--- config.mk ---
export PLATFORM = sky130hd
export DESIGN_NAME = dams_sequencer
export DESIGN_NICKNAME = d
export VERILOG_FILES = /design/src/hdl/dams_pkg.sv /design/src/hdl/dams_aux_align.sv /design/src/hdl/dams_sequencer.sv
export SDC_FILE = /design/constraint.sdc
export NUM_CORES = 1
export LEC_CHECK = 0
export BUFFER_PORTS_ARGS = -buffer_cell sky130_fd_sc_hd__buf_2
export CORE_MARGIN = 2
export CORE_UTILIZATION = 53
export CTS_CLUSTER_SIZE = 24
export DETAILED_ROUTE_END_ITERATION = 12
export HOLD_SLACK_MARGIN = 0.05
export PLACE_DENSITY = 0.85
export SETUP_SLACK_MARGIN = 0.3
export SKIP_LAST_GASP = 1
export SLEW_MARGIN = 20
export SYNTH_ARGS = -nofsm -noshare
export SYNTH_HDL_FRONTEND = slang
export SYNTH_HIERARCHICAL = 1
export SYNTH_SLANG_ARGS = --single-unit
--- constraint.sdc ---
create_clock -name core_clk -period 3.9 [get_ports core_clk]
set_input_delay 0.78 -clock core_clk [delete_from_list [all_inputs] [get_ports core_clk]]
set_output_delay 0.78 -clock core_clk [all_outputs]
set_load 0.05 [all_outputs]
--- src/hdl/dams_pkg.sv ---
/*
 * Shared constants and types of the dual converter mode sequencer.
 * Assumes an 8-bit special function register space.
 * Each access is decoded in the core clock domain.
 */
package dams_pkg;

	// Register addresses in the special function register space
	localparam logic [7:0] MODE_ADDR = 8'hD1;
	localparam logic [7:0] PCTL_ADDR = 8'hD2;
	localparam logic [7:0] ACTL_ADDR = 8'hD3;
	localparam logic [7:0] STAT_ADDR = 8'hD8;

	// Mode control register layout and reset value
	localparam logic [7:0] MODE_RESET = 8'h00;
	localparam logic [7:0] MODE_WMASK = 8'h37;
	localparam int         PEN_BIT    = 5;
	localparam int         AEN_BIT    = 4;

	// Status register layout and reset value
	localparam logic [7:0] STAT_RESET = 8'h00;
	localparam int         ST_PRDY    = 7;
	localparam int         ST_ARDY    = 6;
	localparam int         ST_CAL     = 5;
	localparam int         ST_NOREF   = 4;
	localparam int         ST_PERR    = 3;
	localparam int         ST_AERR    = 2;

	// Primary outputs the auxiliary result waits for after its restart
	localparam logic [1:0] ALIGN_SKIP = 2'h1;

	typedef enum logic [2:0] {
		MD_PDOWN  = 3'h0,
		MD_IDLE   = 3'h1,
		MD_SINGLE = 3'h2,
		MD_CONT   = 3'h3,
		MD_CAL_IZ = 3'h4,
		MD_CAL_IF = 3'h5,
		MD_CAL_SZ = 3'h6,
		MD_CAL_SF = 3'h7
	} dams_mode_t;

	typedef enum logic [1:0] {
		ROUTE_PINS    = 2'h0,
		ROUTE_SHORT   = 2'h1,
		ROUTE_REF_INT = 2'h2,
		ROUTE_REF_EXT = 2'h3
	} dams_route_t;

endpackage

--- src/hdl/dams_aux_align.sv ---
/*
 * Auxiliary output alignment: while the primary runs, holds each auxiliary result until the next
 * primary output instant, and discards results after an auxiliary restart
 * until the primary has produced ALIGN_SKIP outputs.
 * Assumes single-cycle done pulses in the core clock domain.
 */
`timescale 1ns/100ps
module dams_aux_align (
	// Clock and reset
	input  wire logic core_clk,
	input  wire logic rstn,
	// Events
	input  wire logic auxRestart,
	input  wire logic primActive,
	input  wire logic primOutput,
	input  wire logic auxOutput,
	// Aligned result strobe
	output logic      auxAccept
);

	logic [1:0] primCount_q;
	logic [1:0] primCount_d;
	logic       held_q;
	logic       held_d;
	wire        aligned = (primCount_q >= dams_pkg::ALIGN_SKIP);

	// Without a running primary there is nothing to align to
	assign auxAccept = primActive ? (held_q & primOutput & aligned) : auxOutput; // RL14

	assign primCount_d = auxRestart ? 2'h0 :
		(primOutput && !aligned) ? primCount_q + 2'h1 : primCount_q;
	assign held_d = auxRestart ? 1'b0 :
		(primActive & auxOutput & aligned) ? 1'b1 :
		auxAccept ? 1'b0 : held_q;

	always_ff @(posedge core_clk or negedge rstn) begin
		if (!rstn) begin
			primCount_q <= 2'h0;
			held_q      <= 1'b0;
		end else begin
			primCount_q <= primCount_d;
			held_q      <= held_d;
		end
	end
endmodule

--- src/hdl/dams_sequencer.sv ---
/*
 * Mode sequencer for a primary and an auxiliary sigma-delta converter,
 * with the mode control and status registers on the processor's
 * special function register port.
 * Assumes done and clamp pulses from the converter filters, one cycle each,
 * synchronous to core_clk; control register storage lives elsewhere.
 */
`timescale 1ns/100ps
// Behaviour
// RL1: Mode register resets to all zeros
// RL2: Bit 5 enables primary in shared mode
// RL3: Bit 4 enables auxiliary in shared mode
// RL4: Idle holds filter, modulator reset, clocks run
// RL5: Single conversion updates, flags, returns power-down
// RL6: Continuous mode keeps updating results
// RL7: Internal zero calibration shorts the inputs
// RL8: Internal full calibration routes chosen reference
// RL9: System calibrations sample selected input pins
// RL10: Mode change resets both converters
// RL11: Unchanged mode write also resets both
// RL12: Primary control write or enable rise resets both
// RL13: Auxiliary control write or rise resets auxiliary
// RL14: Auxiliary results align to primary output instants
// RL15: Calibration write clears both ready flags
// RL16: Calibration end writes coefficients, returns power-down
// RL17: Auxiliary calibration on temperature sensor fails
// RL18: Calibrations force maximum decimation factor
// RL19: Set primary ready blocks further primary writes
// RL20: Starting write clears calibration and error flags
// RL21: Clamped primary result sets primary error
// RL22: Reserved mode bits read zero, ignore writes
module dams_sequencer (
	// Clock and reset
	input  wire logic        core_clk,
	input  wire logic        rstn,
	// Special function register port
	input  wire logic [7:0]  sfrAddr,
	input  wire logic        sfrWr,
	input  wire logic [7:0]  sfrWrData,
	output logic [7:0]       sfrRdData,
	// Converter events and selections
	input  wire logic        primDone,
	input  wire logic        primClamp,
	input  wire logic        auxDone,
	input  wire logic        auxClamp,
	input  wire logic        auxTempSel,
	input  wire logic        primRefExt,
	input  wire logic        auxRefExt,
	input  wire logic        noExtRef,
	// Converter control
	output logic             primEnable,
	output logic             auxEnable,
	output logic             primModClkEn,
	output logic             auxModClkEn,
	output logic             primHoldReset,
	output logic             auxHoldReset,
	output logic             primRestart,
	output logic             auxRestart,
	output logic [1:0]       primRoute,
	output logic [1:0]       auxRoute,
	output logic             forceMaxDecim,
	// Result and coefficient strobes
	output logic             primResultWr,
	output logic             auxResultWr,
	output logic             primCoefWr,
	output logic             auxCoefWr,
	output logic             coefIsGain
);

	function automatic logic [1:0] route_for(input logic [2:0] md, input logic refExt);
		logic [1:0] r;
		r = dams_pkg::ROUTE_PINS;
		if (md == dams_pkg::MD_CAL_IZ)
			r = dams_pkg::ROUTE_SHORT;
		else if (md == dams_pkg::MD_CAL_IF)
			r = refExt ? dams_pkg::ROUTE_REF_EXT : dams_pkg::ROUTE_REF_INT;
		return r;
	endfunction

	logic [7:0] mode_q;
	logic [7:0] mode_d;
	logic [7:0] stat_q;
	logic [7:0] stat_d;
	logic [7:0] rd_q;
	logic       pend0_q;
	logic       pend0_d;
	logic       pend1_q;
	logic       pend1_d;
	logic       primRestart_q;
	logic       auxRestart_q;
	logic       auxAccept;

	// Decode
	wire        modeWr = sfrWr && (sfrAddr == dams_pkg::MODE_ADDR);
	wire        statWr = sfrWr && (sfrAddr == dams_pkg::STAT_ADDR);
	wire        pctlWr = sfrWr && (sfrAddr == dams_pkg::PCTL_ADDR);
	wire        actlWr = sfrWr && (sfrAddr == dams_pkg::ACTL_ADDR);
	wire [7:0]  newMode = sfrWrData & dams_pkg::MODE_WMASK; // RL22
	wire [2:0]  md = mode_q[2:0];
	wire [2:0]  newMd = newMode[2:0];
	wire        pEn = mode_q[dams_pkg::PEN_BIT];
	wire        aEn = mode_q[dams_pkg::AEN_BIT];
	wire        isCal = md[2];
	wire        isOneShot = (md == dams_pkg::MD_SINGLE) || isCal;
	wire        prdy = stat_q[dams_pkg::ST_PRDY];
	wire        ardy = stat_q[dams_pkg::ST_ARDY];

	// Reset requests; an auxiliary enable rise alone spares the primary
	wire        aRise = modeWr && newMode[dams_pkg::AEN_BIT] && !aEn;
	wire        auxOnly = modeWr && aRise &&
		((newMode ^ mode_q) == (8'h01 << dams_pkg::AEN_BIT)); // RL13
	wire        bothReset = (modeWr && !auxOnly) || (pctlWr && pEn); // RL10 RL11 RL12
	wire        auxReset = bothReset || auxOnly || actlWr; // RL13
	wire        startWr = modeWr && (newMd >= dams_pkg::MD_SINGLE);
	wire        calWr = modeWr && newMd[2];

	// Converter activity and accepted results
	wire        primActive = pEn && (md == dams_pkg::MD_CONT || (isOneShot && pend0_q));
	wire        auxActive = aEn && (md == dams_pkg::MD_CONT || (isOneShot && pend1_q));
	wire        primOutput = primDone && primActive;
	wire        primAccept = primOutput && !prdy; // RL19
	wire        auxOutput = auxDone && auxActive && !ardy;
	wire        auxCalFail = auxAccept && isCal && auxTempSel; // RL17
	wire        opDone = isOneShot && !modeWr && (pend0_q || pend1_q) && !pend0_d && !pend1_d;

	dams_aux_align u_align (
		.core_clk   (core_clk),
		.rstn       (rstn),
		.auxRestart (auxReset),
		.primActive (primActive),
		.primOutput (primOutput),
		.auxOutput  (auxOutput),
		.auxAccept  (auxAccept)
	);

	// Pending converters of a single conversion or calibration
	assign pend0_d = modeWr ?
		(startWr && newMode[dams_pkg::PEN_BIT] && newMd != dams_pkg::MD_CONT) :
		(primAccept ? 1'b0 : pend0_q);
	assign pend1_d = auxOnly ? isOneShot :
		modeWr ? (startWr && newMode[dams_pkg::AEN_BIT] && newMd != dams_pkg::MD_CONT) :
		(auxAccept ? 1'b0 : pend1_q);

	// Software write wins over a completion in the same cycle
	assign mode_d = modeWr ? newMode :
		opDone ? {mode_q[7:3], dams_pkg::MD_PDOWN} : mode_q; // RL5 RL16

	// Hardware set wins over a software clear of the same flag
	always_comb begin
		stat_d = stat_q;
		if (statWr)
			stat_d = stat_q & sfrWrData;
		if (startWr) begin
			stat_d[dams_pkg::ST_PRDY] = 1'b0; // RL15
			stat_d[dams_pkg::ST_ARDY] = 1'b0; // RL15
			stat_d[dams_pkg::ST_CAL]  = 1'b0; // RL20
			stat_d[dams_pkg::ST_PERR] = 1'b0; // RL20
			stat_d[dams_pkg::ST_AERR] = 1'b0; // RL20
		end
		if (primAccept)
			stat_d[dams_pkg::ST_PRDY] = 1'b1; // RL5
		if (auxAccept)
			stat_d[dams_pkg::ST_ARDY] = 1'b1; // RL17
		if (opDone && isCal)
			stat_d[dams_pkg::ST_CAL] = 1'b1; // RL16
		if (primResultWr && primClamp)
			stat_d[dams_pkg::ST_PERR] = 1'b1; // RL21
		if ((auxResultWr && auxClamp) || auxCalFail)
			stat_d[dams_pkg::ST_AERR] = 1'b1; // RL17
		stat_d[dams_pkg::ST_NOREF] = 1'b0;
		stat_d[1:0] = 2'h0;
	end

	always_ff @(posedge core_clk or negedge rstn) begin
		if (!rstn) begin
			mode_q        <= dams_pkg::MODE_RESET; // RL1
			stat_q        <= dams_pkg::STAT_RESET;
			pend0_q       <= 1'b0;
			pend1_q       <= 1'b0;
			primRestart_q <= 1'b0;
			auxRestart_q  <= 1'b0;
			rd_q          <= 8'h00;
		end else begin
			mode_q        <= mode_d;
			stat_q        <= stat_d;
			pend0_q       <= pend0_d;
			pend1_q       <= pend1_d;
			primRestart_q <= bothReset; // RL10 RL12
			auxRestart_q  <= auxReset; // RL13
			rd_q          <= (sfrAddr == dams_pkg::MODE_ADDR) ? mode_q :
				(sfrAddr == dams_pkg::STAT_ADDR) ?
				(stat_q | ({7'h00, noExtRef} << dams_pkg::ST_NOREF)) : 8'h00;
		end
	end

	assign sfrRdData     = rd_q;
	assign primEnable    = pEn; // RL2
	assign auxEnable     = aEn; // RL3
	assign primModClkEn  = pEn && (md != dams_pkg::MD_PDOWN); // RL4
	assign auxModClkEn   = aEn && (md != dams_pkg::MD_PDOWN); // RL4
	assign primHoldReset = primRestart_q || (pEn && md == dams_pkg::MD_IDLE); // RL4
	assign auxHoldReset  = auxRestart_q || (aEn && md == dams_pkg::MD_IDLE); // RL4
	assign primRestart   = primRestart_q;
	assign auxRestart    = auxRestart_q;
	assign primRoute     = route_for(md, primRefExt); // RL7 RL8 RL9
	assign auxRoute      = route_for(md, auxRefExt); // RL7 RL8 RL9
	assign forceMaxDecim = isCal && (pend0_q || pend1_q); // RL18
	assign primResultWr  = primAccept && !isCal; // RL5 RL6
	assign auxResultWr   = auxAccept && !isCal; // RL6
	assign primCoefWr    = primAccept && isCal; // RL16
	assign auxCoefWr     = auxAccept && isCal && !auxTempSel; // RL16 RL17
	assign coefIsGain    = md[0];
endmodule

# Word level (Yosys, flattened, before mapping)
# Cells that the tools add are included.
word_totals:
  reg_bits: 28
  in_bits: 27
  output_inout_bits: 26
classes:
  n_addsub: 1
  n_lt_le_gt_ge: 2
  eq_ne: 11
  mux: 29
  bitwise_logic: 7
  reduce_logical: 71
op_table:
  columns: ["operator", "count"]
  rows:
  - ["$logic_and A1 B1 Y1", 42]
  - ["$eq A8 B8 Y1 const B", 4]
  - ["$mux W8", 4]
  - ["$reduce_bool A3 Y1", 7]
  - ["$mux W1", 16]
  - ["$mux W2", 7]
  - ["$logic_not A1 Y1", 10]
  - ["$logic_or A1 B1 Y1", 10]
  - ["$and A8 B8 Y8", 1]
  - ["$eq A8 B5 Y1 const B", 1]
  - ["$or A8 B5 Y8", 1]
  - ["$xor A6 B8 Y8", 1]
  - ["$eq A3 B2 Y1 const B", 2]
  - ["$eq A3 B3 Y1 const B", 2]
  - ["$mux W3", 2]
  - ["$and A1 B1 Y1", 4]
  - ["$reduce_bool A2 Y1", 2]
  - ["$eq A3 B1 Y1 const B", 1]
  - ["$ge A3 B2 Y1 const B", 1]
  - ["$ne A3 B2 Y1 const B", 1]
  - ["$add A2 B1 Y2 const B", 1]
  - ["$ge A2 B1 Y1 const B", 1]

# Longest topological paths before layout
# Gate-level depths: netlist of run 1.
logic_depth:
  depth_word: 16
  mapped_depth: 9

# Cells and area by module
# Netlist of run 1, hierarchy kept.
by_module_without_submodules:
  columns: ["module", "instances", "cells_each", "area_each_um2"]
  rows:
  - ["dams_sequencer", 1, 127, 1257.5]
  - ["dams_aux_align", 1, 19, 195.2]

# Worst setup path after synthesis of run 1
# Ideal clock, no wire load.
synth_path:
  path_kind: "flip-flop to output port"
  start: "reg mode_q[0]"
  end: "out primCoefWr"
  arrival_ps: 2871
  required_time_ps: 3120
  setup_slack_ps: 249
  path_stages_with_launch: 5
  cell_sequence: "dfrtp_1 > clkbuf_1 > nor2b_1 > o22ai_1 > nor4b_1"
synth_via:
  elab_chain_len: 8
  elab_cells_between_ends: 9
synth_rtl:
  columns: ["element", "line", "text"]
  rows:
  - ["start: declaration", "dams_sequencer.sv:80", "logic [7:0] mode_q;"]
  - ["start signal: assignment", "dams_sequencer.sv:176", "mode_q <= dams_pkg::MODE_RESET;"]
  - ["start signal: assignment", "dams_sequencer.sv:184", "mode_q <= mode_d;"]
  - ["$eq A3 B2 Y1", "dams_sequencer.sv:104", "wire isOneShot = (md == dams_pkg::MD_SINGLE) || isCal;"]
  - ["$logic_or A1 B1 Y1", "dams_sequencer.sv:104", null]
  - ["$logic_and A1 B1 Y1", "dams_sequencer.sv:118", "wire primActive = pEn && (md == dams_pkg::MD_CONT || (isOneShot && pend0_q));"]
  - ["$logic_or A1 B1 Y1 (*)", "dams_sequencer.sv:118", null]
  - ["$logic_and A1 B1 Y1 (*)", "dams_sequencer.sv:118", null]
  - ["$logic_and A1 B1 Y1 (*)", "dams_sequencer.sv:120", "wire primOutput = primDone && primActive;"]
  - ["$logic_and A1 B1 Y1 (*)", "dams_sequencer.sv:121", "wire primAccept = primOutput && !prdy;"]
  - ["$logic_and A1 B1 Y1 (*)", "dams_sequencer.sv:210", "assign primCoefWr = primAccept && isCal;"]
  - ["end: declaration", "dams_sequencer.sv:65", "output logic primCoefWr,"]
# Mark *: on every way between the ends. The rest lies on a longest branch, timed or not.

# Worst setup path after layout of run 1
layout_path:
  start: "reg mode_q[0]"
  end: "out auxCoefWr"
layout_via:
  elab_cells_between_ends: 17
layout_rtl:
  columns: ["element", "line", "text"]
  rows:
  - ["$eq A3 B2 Y1", "dams_sequencer.sv:104", null]
  - ["$logic_or A1 B1 Y1", "dams_sequencer.sv:104", null]
  - ["$logic_and A1 B1 Y1", "dams_sequencer.sv:119", "wire auxActive = aEn && (md == dams_pkg::MD_CONT || (isOneShot && pend1_q));"]
  - ["$logic_or A1 B1 Y1 (*)", "dams_sequencer.sv:119", null]
  - ["$logic_and A1 B1 Y1 (*)", "dams_sequencer.sv:119", null]
  - ["$logic_and A1 B1 Y1 (*) (2 in series)", "dams_sequencer.sv:122", "wire auxOutput = auxDone && auxActive && !ardy;"]
  - ["net auxOutput", "dams_sequencer.sv:122", null]
  - ["$mux W1 (*)", "dams_aux_align.sv:28", "assign auxAccept = primActive ? (held_q & primOutput & aligned) : auxOutput;"]
  - ["net auxAccept", "dams_sequencer.sv:91", "logic auxAccept;"]
  - ["$logic_and A1 B1 Y1 (*) (2 in series)", "dams_sequencer.sv:211", "assign auxCoefWr = auxAccept && isCal && !auxTempSel;"]
  - ["end: declaration", "dams_sequencer.sv:66", "output logic auxCoefWr,"]
# The timed path passes the listed nets; every way through them passes the cells marked *.

==> metrics.csv, run 1 <==
stage,metric,value,unit
logic_synthesis,yosysWarnings,6,
timing,fmax,302,MHz
clock_tree,clk_pin_slew,0.15,ns
logic_synthesis,synth_simple_gate_area_share,22.5,%
global_routing,grt_pass1_wl,5.55,mm
floorplan,die_w,56.4,µm
floorplan,std_cell_rows,18,
clock_tree,holdBufCountCts,0,
timing,skew,0.0158,ns
logic_synthesis,synth_top_area_share,43.1,%
global_routing,grt_use_total,21.7,%
logic_synthesis,synth_area_per_cell,9.95,µm²
drt,drc,0,
floorplan,pin_count,53,
critical_path,end_kind,primary output,
clock_tree,htreeDepth,1,
logic_synthesis,synth.ff_latch_count,25,
drt,vias,1357,
global_routing,grt_pass1_vias,1213,
timing,setup_viol,0,
timing,slew-limit-headroom,48.2,%
logic_synthesis,synth_fp_nets,174,
logic_synthesis,seq_area_frac_synth,43.1,%
critical_path,crit_fanout,10,
logic_synthesis,syn_area,1450,µm²
final_layout,n_antenna_cell,0,
timing,layout_min_cycle_time,3.31,ns
power_and_ir_drop,vdd_drop_max,271,µV
global_routing,grt.overflow.total,0,
logic_synthesis,syn_inst,146,
logic_synthesis,synthAdderAreaFrac,0.861,%
drt,drtIter0Drc,35,
global_routing,antenna_found_initial,0,
drt,ant_nets,0,
global_routing,grt_max_degree,26,
critical_path,cp.required,3.12,ns
critical_path,startpoint_type,flop,
timing,whs,0.410,ns
logic_synthesis,yosysUniqueCellTypes,50,
logic_synthesis,synth_ff_type,dfrtp_1,
logic_synthesis,synth_edf_count,0,
floorplan,dieArea,3180,µm²
timing,tightest_slew,0.767,ns
logic_synthesis,async_flop_share,100,%
final_layout,n_fill_cell,216,
power_and_ir_drop,powerDensity,269,nW/µm²
timing,hold_viol_final,0,
floorplan,start_util,57.1,%
placement,place_hpwl,2.63,mm
drt,vias_per_cell,6.11,
status,outcome,"finished, final reports clean",
logic_synthesis,ys_top_cells_by_count,"dfrtp_1, nor2_1, inv_1",
final_layout,syn_to_final_growth,20.2,%
placement,gp_congestion,0.830,
logic_synthesis,synth_top_family_by_area,simple AND/OR/NAND/NOR gates,
drt,drtPass1Iterations,4,
timing,drv_slew,0,
drt,detail_route.wl_per_cell,15.4,µm
drt,routed_wl,3.43,mm
clock_tree,clk_latency,0.33,ns
timing,rsz0062_at_grt,no,
logic_synthesis,synthMuxAreaShare,5.17,%
placement,io_buffers,52,
logic_synthesis,yosysTopAreaCell,dfrtp_1,
timing,finalCritPeriodShare,85.0,%
clock_tree,cts_sinks,25,
logic_synthesis,synth.most_common_cell,dfrtp_1,
floorplan,die_y,56.4,µm
logic_synthesis,synth-xor-area-share,2.41,%
floorplan,core_area,2540,µm²
timing,setup_tns,0,ns
logic_synthesis,synthTopCellsByArea,"dfrtp_1, mux2_2, nor2_1",
final_layout,layout.nets,221,
clock_tree,cts_tree,built,
worst_hold_path,min_path_type,primary input to asynchronous set/reset pin,
power_and_ir_drop,p_leak,0.887,nW
critical_path,crit_arrival,2.53,ns
clock_tree,cts_buffers,3,
critical_path,critPathKind,flop to primary output,
clock_tree,cts-root-buf,clkbuf_4,
job,cap_violations,0,
final_layout,layout-drive-gt1-share,35.4,%
logic_synthesis,synth_compound_area_share,20.8,%
clock_tree,cts_buffer_depth,2,
flip-flops by register name (all words and copies together), names as in the netlist:
| register | count |
|---|---|
| mode_q | 5 |
| auxRestart | 1 |
| u_align/primCount_q | 2 |
| stat_q | 5 |
| sfrRdData | 8 |
| u_align/held_q | 1 |
| pend0_q | 1 |
| pend1_q | 1 |
| primRestart | 1 |
repair_timing:
item                       CTS  global route
resized for setup            0             1
buffers inserted             0             0
setup endpoints to repair    0             2
logic make-up (layout without fill, tap and decap cells):
logic type	after synthesis	in the layout
and+or+nand+nor	52	52
AOI/OAI and AO/OA	38	38
DFF	25	25
buffers and inverters	19	65
muxes	7	7
xor gates and xnor gates	4	4
adders and majority gates	1	1
metal layers:
metal  share of wire, %  wire [µm]  GRT usage, %  vias to the layer above
met5                  0          0             0                        -
met4               0.47         16          3.06                        0
met3                6.6        227          3.92                        2
met2                 48       1650          36.5                       59
met1                 45       1530          30.1                      648
li1                   -          -             -                      648
layout make-up:
class	instances	area (µm²)	share of cell area (%)
inverter	9	33.8	1.94
tap	30	37.5	2.15
sequential	25	627	35.9
timing repair buffer	52	260	14.9
multi-input combinational	102	757	43.4
clock buffer	3	22.5	1.29
clock inverter	1	7.51	0.430
power breakdown:
| group | leakage [nW] | internal [mW] | switching, mW |
|---|---|---|---|
| registers | 0.342 | 0.265 | 0.0112 |
| logic | 0.530 | 0.0273 | 0.0441 |
| clock network | 0.0139 | 0.0392 | 0.0820 |
worst max-delay path, cell delays in order (launching register included):
cell and delay (ns):
dfrtp_1 0.56, nor2b_1 0.22, nor2_1 0.06, nor4_1 0.39, nor2b_1 0.30, a41o_1 0.24
nand2_1 0.08, nor2_1 0.08, buf_2 0.26
cell usage in the layout, fill, tap and decap left out, drive strengths merged, types with 2 or more instances in the layout:
master	synthesis	final
xor2	4	4
a22o	3	3
dfrtp	25	25
a21bo	2	2
nand2b	3	3
a21oi	6	6
nor3	2	2
nor2b	4	4
or4	5	5
clkbuf	7	3
buf	3	52
nand2	4	4
a32o	3	3
o31ai	2	2
or4b	2	2
nand3	2	2
a21o	2	2
inv	9	9
nor2	11	11
o21ai	3	3
a31o	2	2
nand3b	2	2
and2	3	3
a211oi	2	2
mux2	4	4
nor4b	4	4
o41a	2	2
mux2i	3	3
nand4	2	2
nor4	3	3
path summary, 6_finish.rpt:
check	startpoint	end	slack, ns	depth (start not counted)
worst max-delay path	mode_q[0]	auxCoefWr	0.59	8
worst min-delay path	rstn	sfrRdData[0]	0.41	1
worst max register to register	mode_q[0]	mode_q[1]	1.20	8
worst min register to register	stat_q[3]	sfrRdData[3]	0.53	1
max in group asynchronous	rstn	mode_q[2]	3.10	1
min in group core_clk	stat_q[3]	sfrRdData[3]	0.53	1
stage by stage:
stage,cell area [µm²],cells,util [%],power [mW],setup slack (ns)
6_report,1750,222,68.6,0.469,0.586
5_1_grt,1750,222,68.6,0.490,0.324
4_1_cts,1740,222,68.5,0.469,0.427
3_5_place_dp,1710,218,67.4,0.352,0.815
3_3_place_gp,1710,218,67.4,0.350,1.01
2_1_floorplan,1460,146,-,0.320,0.352
Power figures use the tool's default switching activity.
==> inputs of run 2 (changes only) <==
Settings changed: CORE_UTILIZATION 53 to 49, PLACE_DENSITY 0.85 to 0.79.
Clock period 3.9 ns to 3.2 ns, I/O delays scaled along.
==> run 2 against run 1 <==
Critical path depth stayed put. Global-route usage is 1.6 points higher. Via count increased by 2.0%. Cell count is 4.1% higher. Sequential share of layout area fell by 2.0 points. Count of clock-buffer cells in the layout unchanged. Combinational power is 44% higher. Die area grew 7.6%. Worst setup slack worse by 0.16 ns. Core utilization is 2.0 points lower. Register-to-register slack lost 0.33 ns. Clock skew decreased by 0.0097 ns. Critical endpoint unchanged. Highest routed layer unchanged.
==> metrics.csv, run 2 (same netlist as run 1, synthesis figures left out) <==
stage,metric,value,unit,change
final_layout,stdcell_area,1850,µm²,was 1750 µm²
power_and_ir_drop,powerDensity,314,nW/µm²,was 269 nW/µm²
status,outcome,"finished, final reports clean",,unchanged
clock_tree,cts_buffer_depth,2,,unchanged
drt,vias_per_cell,5.99,,was 6.11
timing,drv_slew,0,,unchanged
power_and_ir_drop,p_sw,171,µW,was 137 µW
timing,setup_viol,0,,unchanged
power_and_ir_drop,swShare,29.4,%,was 29.3%
final_layout,final_cell_mix,"buf_2, dfrtp_1, buf_4, nor2_1, inv_1",,"was buf_2, dfrtp_1, nor2_1, inv_1, a21oi_1"
drt,routed_wl,3.72,mm,was 3.43 mm
critical_path,r2r_slack,0.87,ns,was 1.20 ns
clock_tree,clk_latency,0.33,ns,about the same
drt,ant_nets,0,,unchanged
final_layout,syn_to_final_growth,27.6,%,was 20.2%
critical_path,r2r-start,mode_q[0],,unchanged
timing,rsz0062_at_grt,no,,unchanged
final_layout,layout.nets,229,,was 221
worst_hold_path,min_path_type,primary input to asynchronous set/reset pin,,unchanged
clock_tree,cts_buffers,3,,unchanged
placement,io_buffers,52,,unchanged
clock_tree,cts_sinks,25,,unchanged
critical_path,r2r_cells,8,,unchanged
floorplan,die_y,58.4,µm,was 56.4 µm
global_routing,grt.overflow.total,0,,unchanged
drt,drc,0,,unchanged
timing,whs,0.263,ns,was 0.410 ns
drt,detail_route.wl_per_cell,16.1,µm,was 15.4 µm
critical_path,slowest_stage,dfrtp_2,,was dfrtp_1
floorplan,std_cell_rows,19,,was 18
global_routing,grt_pass1_vias,1269,,was 1213
critical_path,crit_cells,8,,unchanged
clock_tree,holdBufCountCts,0,,unchanged
drt,drtIter0Drc,38,,was 35
clock_tree,cts_tree,built,,unchanged
critical_path,cp_num_buf_inv,1,,unchanged
final_layout,mostFrequentLayoutCell,buf_2,,unchanged
placement,place_hpwl,2.76,mm,was 2.63 mm
job,cap_violations,0,,unchanged
critical_path,crit_arrival,2.13,ns,was 2.53 ns
final_layout,n_antenna_cell,0,,unchanged
critical_path,crit_path_cell_trace,nor2b_2 > nor2_1 > nor4_2 > nor2b_4 > a41o_1 > nand2_1 > nor2_4 > buf_4,,was nor2b_1 > nor2_1 > nor4_1 > nor2b_1 > a41o_1 > nand2_1 > nor2_1 > buf_2
clock_tree,clk_pin_slew,0.14,ns,was 0.15 ns
critical_path,crit_fanout,7,,was 10
timing,finalCritPeriodShare,86.6,%,
clock_tree,htreeDepth,1,,unchanged
timing,slew-limit-headroom,52.5,%,was 48.2%
critical_path,end_kind,primary output,,unchanged
timing,setup_tns,0,ns,unchanged
floorplan,start_util,52.2,%,was 57.1%
global_routing,antenna_found_initial,0,,unchanged
power_and_ir_drop,p_int,410,µW,was 332 µW
critical_path,critPathMaxStageDelay,0.46,ns,was 0.56 ns
global_routing,grt_use_total,23.4,%,was 21.7%
critical_path,critPathKind,flop to primary output,,unchanged
critical_path,cp.required,2.56,ns,was 3.12 ns
critical_path,r2r-end,mode_q[0],,was mode_q[1]
critical_path,startpoint_type,flop,,unchanged
drt,drtPass1Iterations,4,,unchanged
power_and_ir_drop,vdd_drop_max,311,µV,was 271 µV
drt,vias,1384,,was 1357
floorplan,dieArea,3420,µm²,was 3180 µm²
global_routing,grt_max_degree,26,,unchanged
timing,fmax,361,MHz,
placement,postPlaceCellArea,1750,µm²,was 1710 µm²
timing,skew,0.00613,ns,was 0.0158 ns
power_and_ir_drop,seqPwrFrac,57.4,%,was 58.9%
placement,gp_congestion,0.840,,was 0.830
timing,hold_viol_final,0,,unchanged
floorplan,die_w,58.4,µm,was 56.4 µm
timing,tightest_slew,0.703,ns,was 0.767 ns
power_and_ir_drop,p_clk_share,24.9,%,was 25.9%
floorplan,core_area,2780,µm²,was 2540 µm²
global_routing,grt_pass1_wl,6.04,mm,was 5.55 mm
floorplan,pin_count,53,,unchanged
critical_path,critPathTopFamily,simple AND/OR/NAND/NOR gates,,unchanged
power_and_ir_drop,comb_power_share,17.6,%,was 15.2%
timing,layout_min_cycle_time,2.77,ns,
final_layout,largest_register_ff_count,8,,unchanged
power_and_ir_drop,p_leak,0.943,nW,was 0.887 nW
final_layout,layout-drive-gt1-share,43.0,%,was 35.4%
clock_tree,cts-root-buf,clkbuf_4,,unchanged
run 2: changes by cell type in the layout (fill, tap and decap cells not counted), moves of 2 or more:
cell and change:
dfrtp_1 -2, buf_4 +10, dfrtp_2 +2, nor2_1 -2
nor2b_2 +2, buf_2 -2, nor2b_1 -3
run 2: final cells by class:
class                           instances  area [µm²]
Tap cell                               31        38.8
Fill cell                             229         928
Clock inverter                          1        5.00
Clock buffer                            3        22.5
Inverter                                9        33.8
Sequential cell                        25         629
Multi-Input combinational cell        102         798
Timing Repair Buffer                   60         325
run 2: repair_timing:
action,CTS,global route
resized for setup,7,4
pin swaps,0,1
endpoints found under the setup margin,2,2
setup buffers,0,5
run 2: through the flow:
stage | instances | utilization, % | power [mW] | worst slack [ns]
6_report | 231 | 66.6 | 0.582 | 0.430
3_3_place_gp | 222 | 63.1 | 0.431 | 0.585
3_5_place_dp | 222 | 63.1 | 0.434 | 0.441
2_1_floorplan | 146 | - | 0.390 | 0.198
4_1_cts | 226 | 64.9 | 0.578 | 0.288
5_1_grt | 231 | 66.6 | 0.606 | 0.290
run 2: per-layer routing:
| metal | part of all wire, % | routed length [µm] | vias up | GRT usage (%) |
|---|---|---|---|---|
| met4 | 1.2 | 46 | 0 | 7.97 |
| li1 | - | - | 658 | - |
| met1 | 43 | 1590 | 682 | 31.0 |
| met2 | 51 | 1900 | 40 | 38.5 |
| met5 | 0 | 0 | - | 0 |
| met3 | 4.8 | 179 | 4 | 4.18 |
run 2: worst max-delay path by stage:
stage | start | slack (ns) | end
2_1_floorplan | mode_q[0] | 0.20 | auxResultWr
3_3_place_gp | mode_q[0] | 0.58 | auxCoefWr
3_5_place_dp | mode_q[0] | 0.44 | auxCoefWr
4_1_cts | mode_q[0] | 0.29 | auxCoefWr
5_1_grt | mode_q[0] | 0.29 | auxCoefWr
6_report | mode_q[0] | 0.43 | auxCoefWr
run 2: power by group through the flow:
stage	Combinational, mW	Clock [mW]	Sequential (mW)
2_1_floorplan	0.0507	0	0.340
3_3_place_gp	0.0920	0	0.339
3_5_place_dp	0.0945	0	0.339
4_1_cts	0.0956	0.148	0.334
5_1_grt	0.112	0.160	0.335
6_report	0.103	0.145	0.334
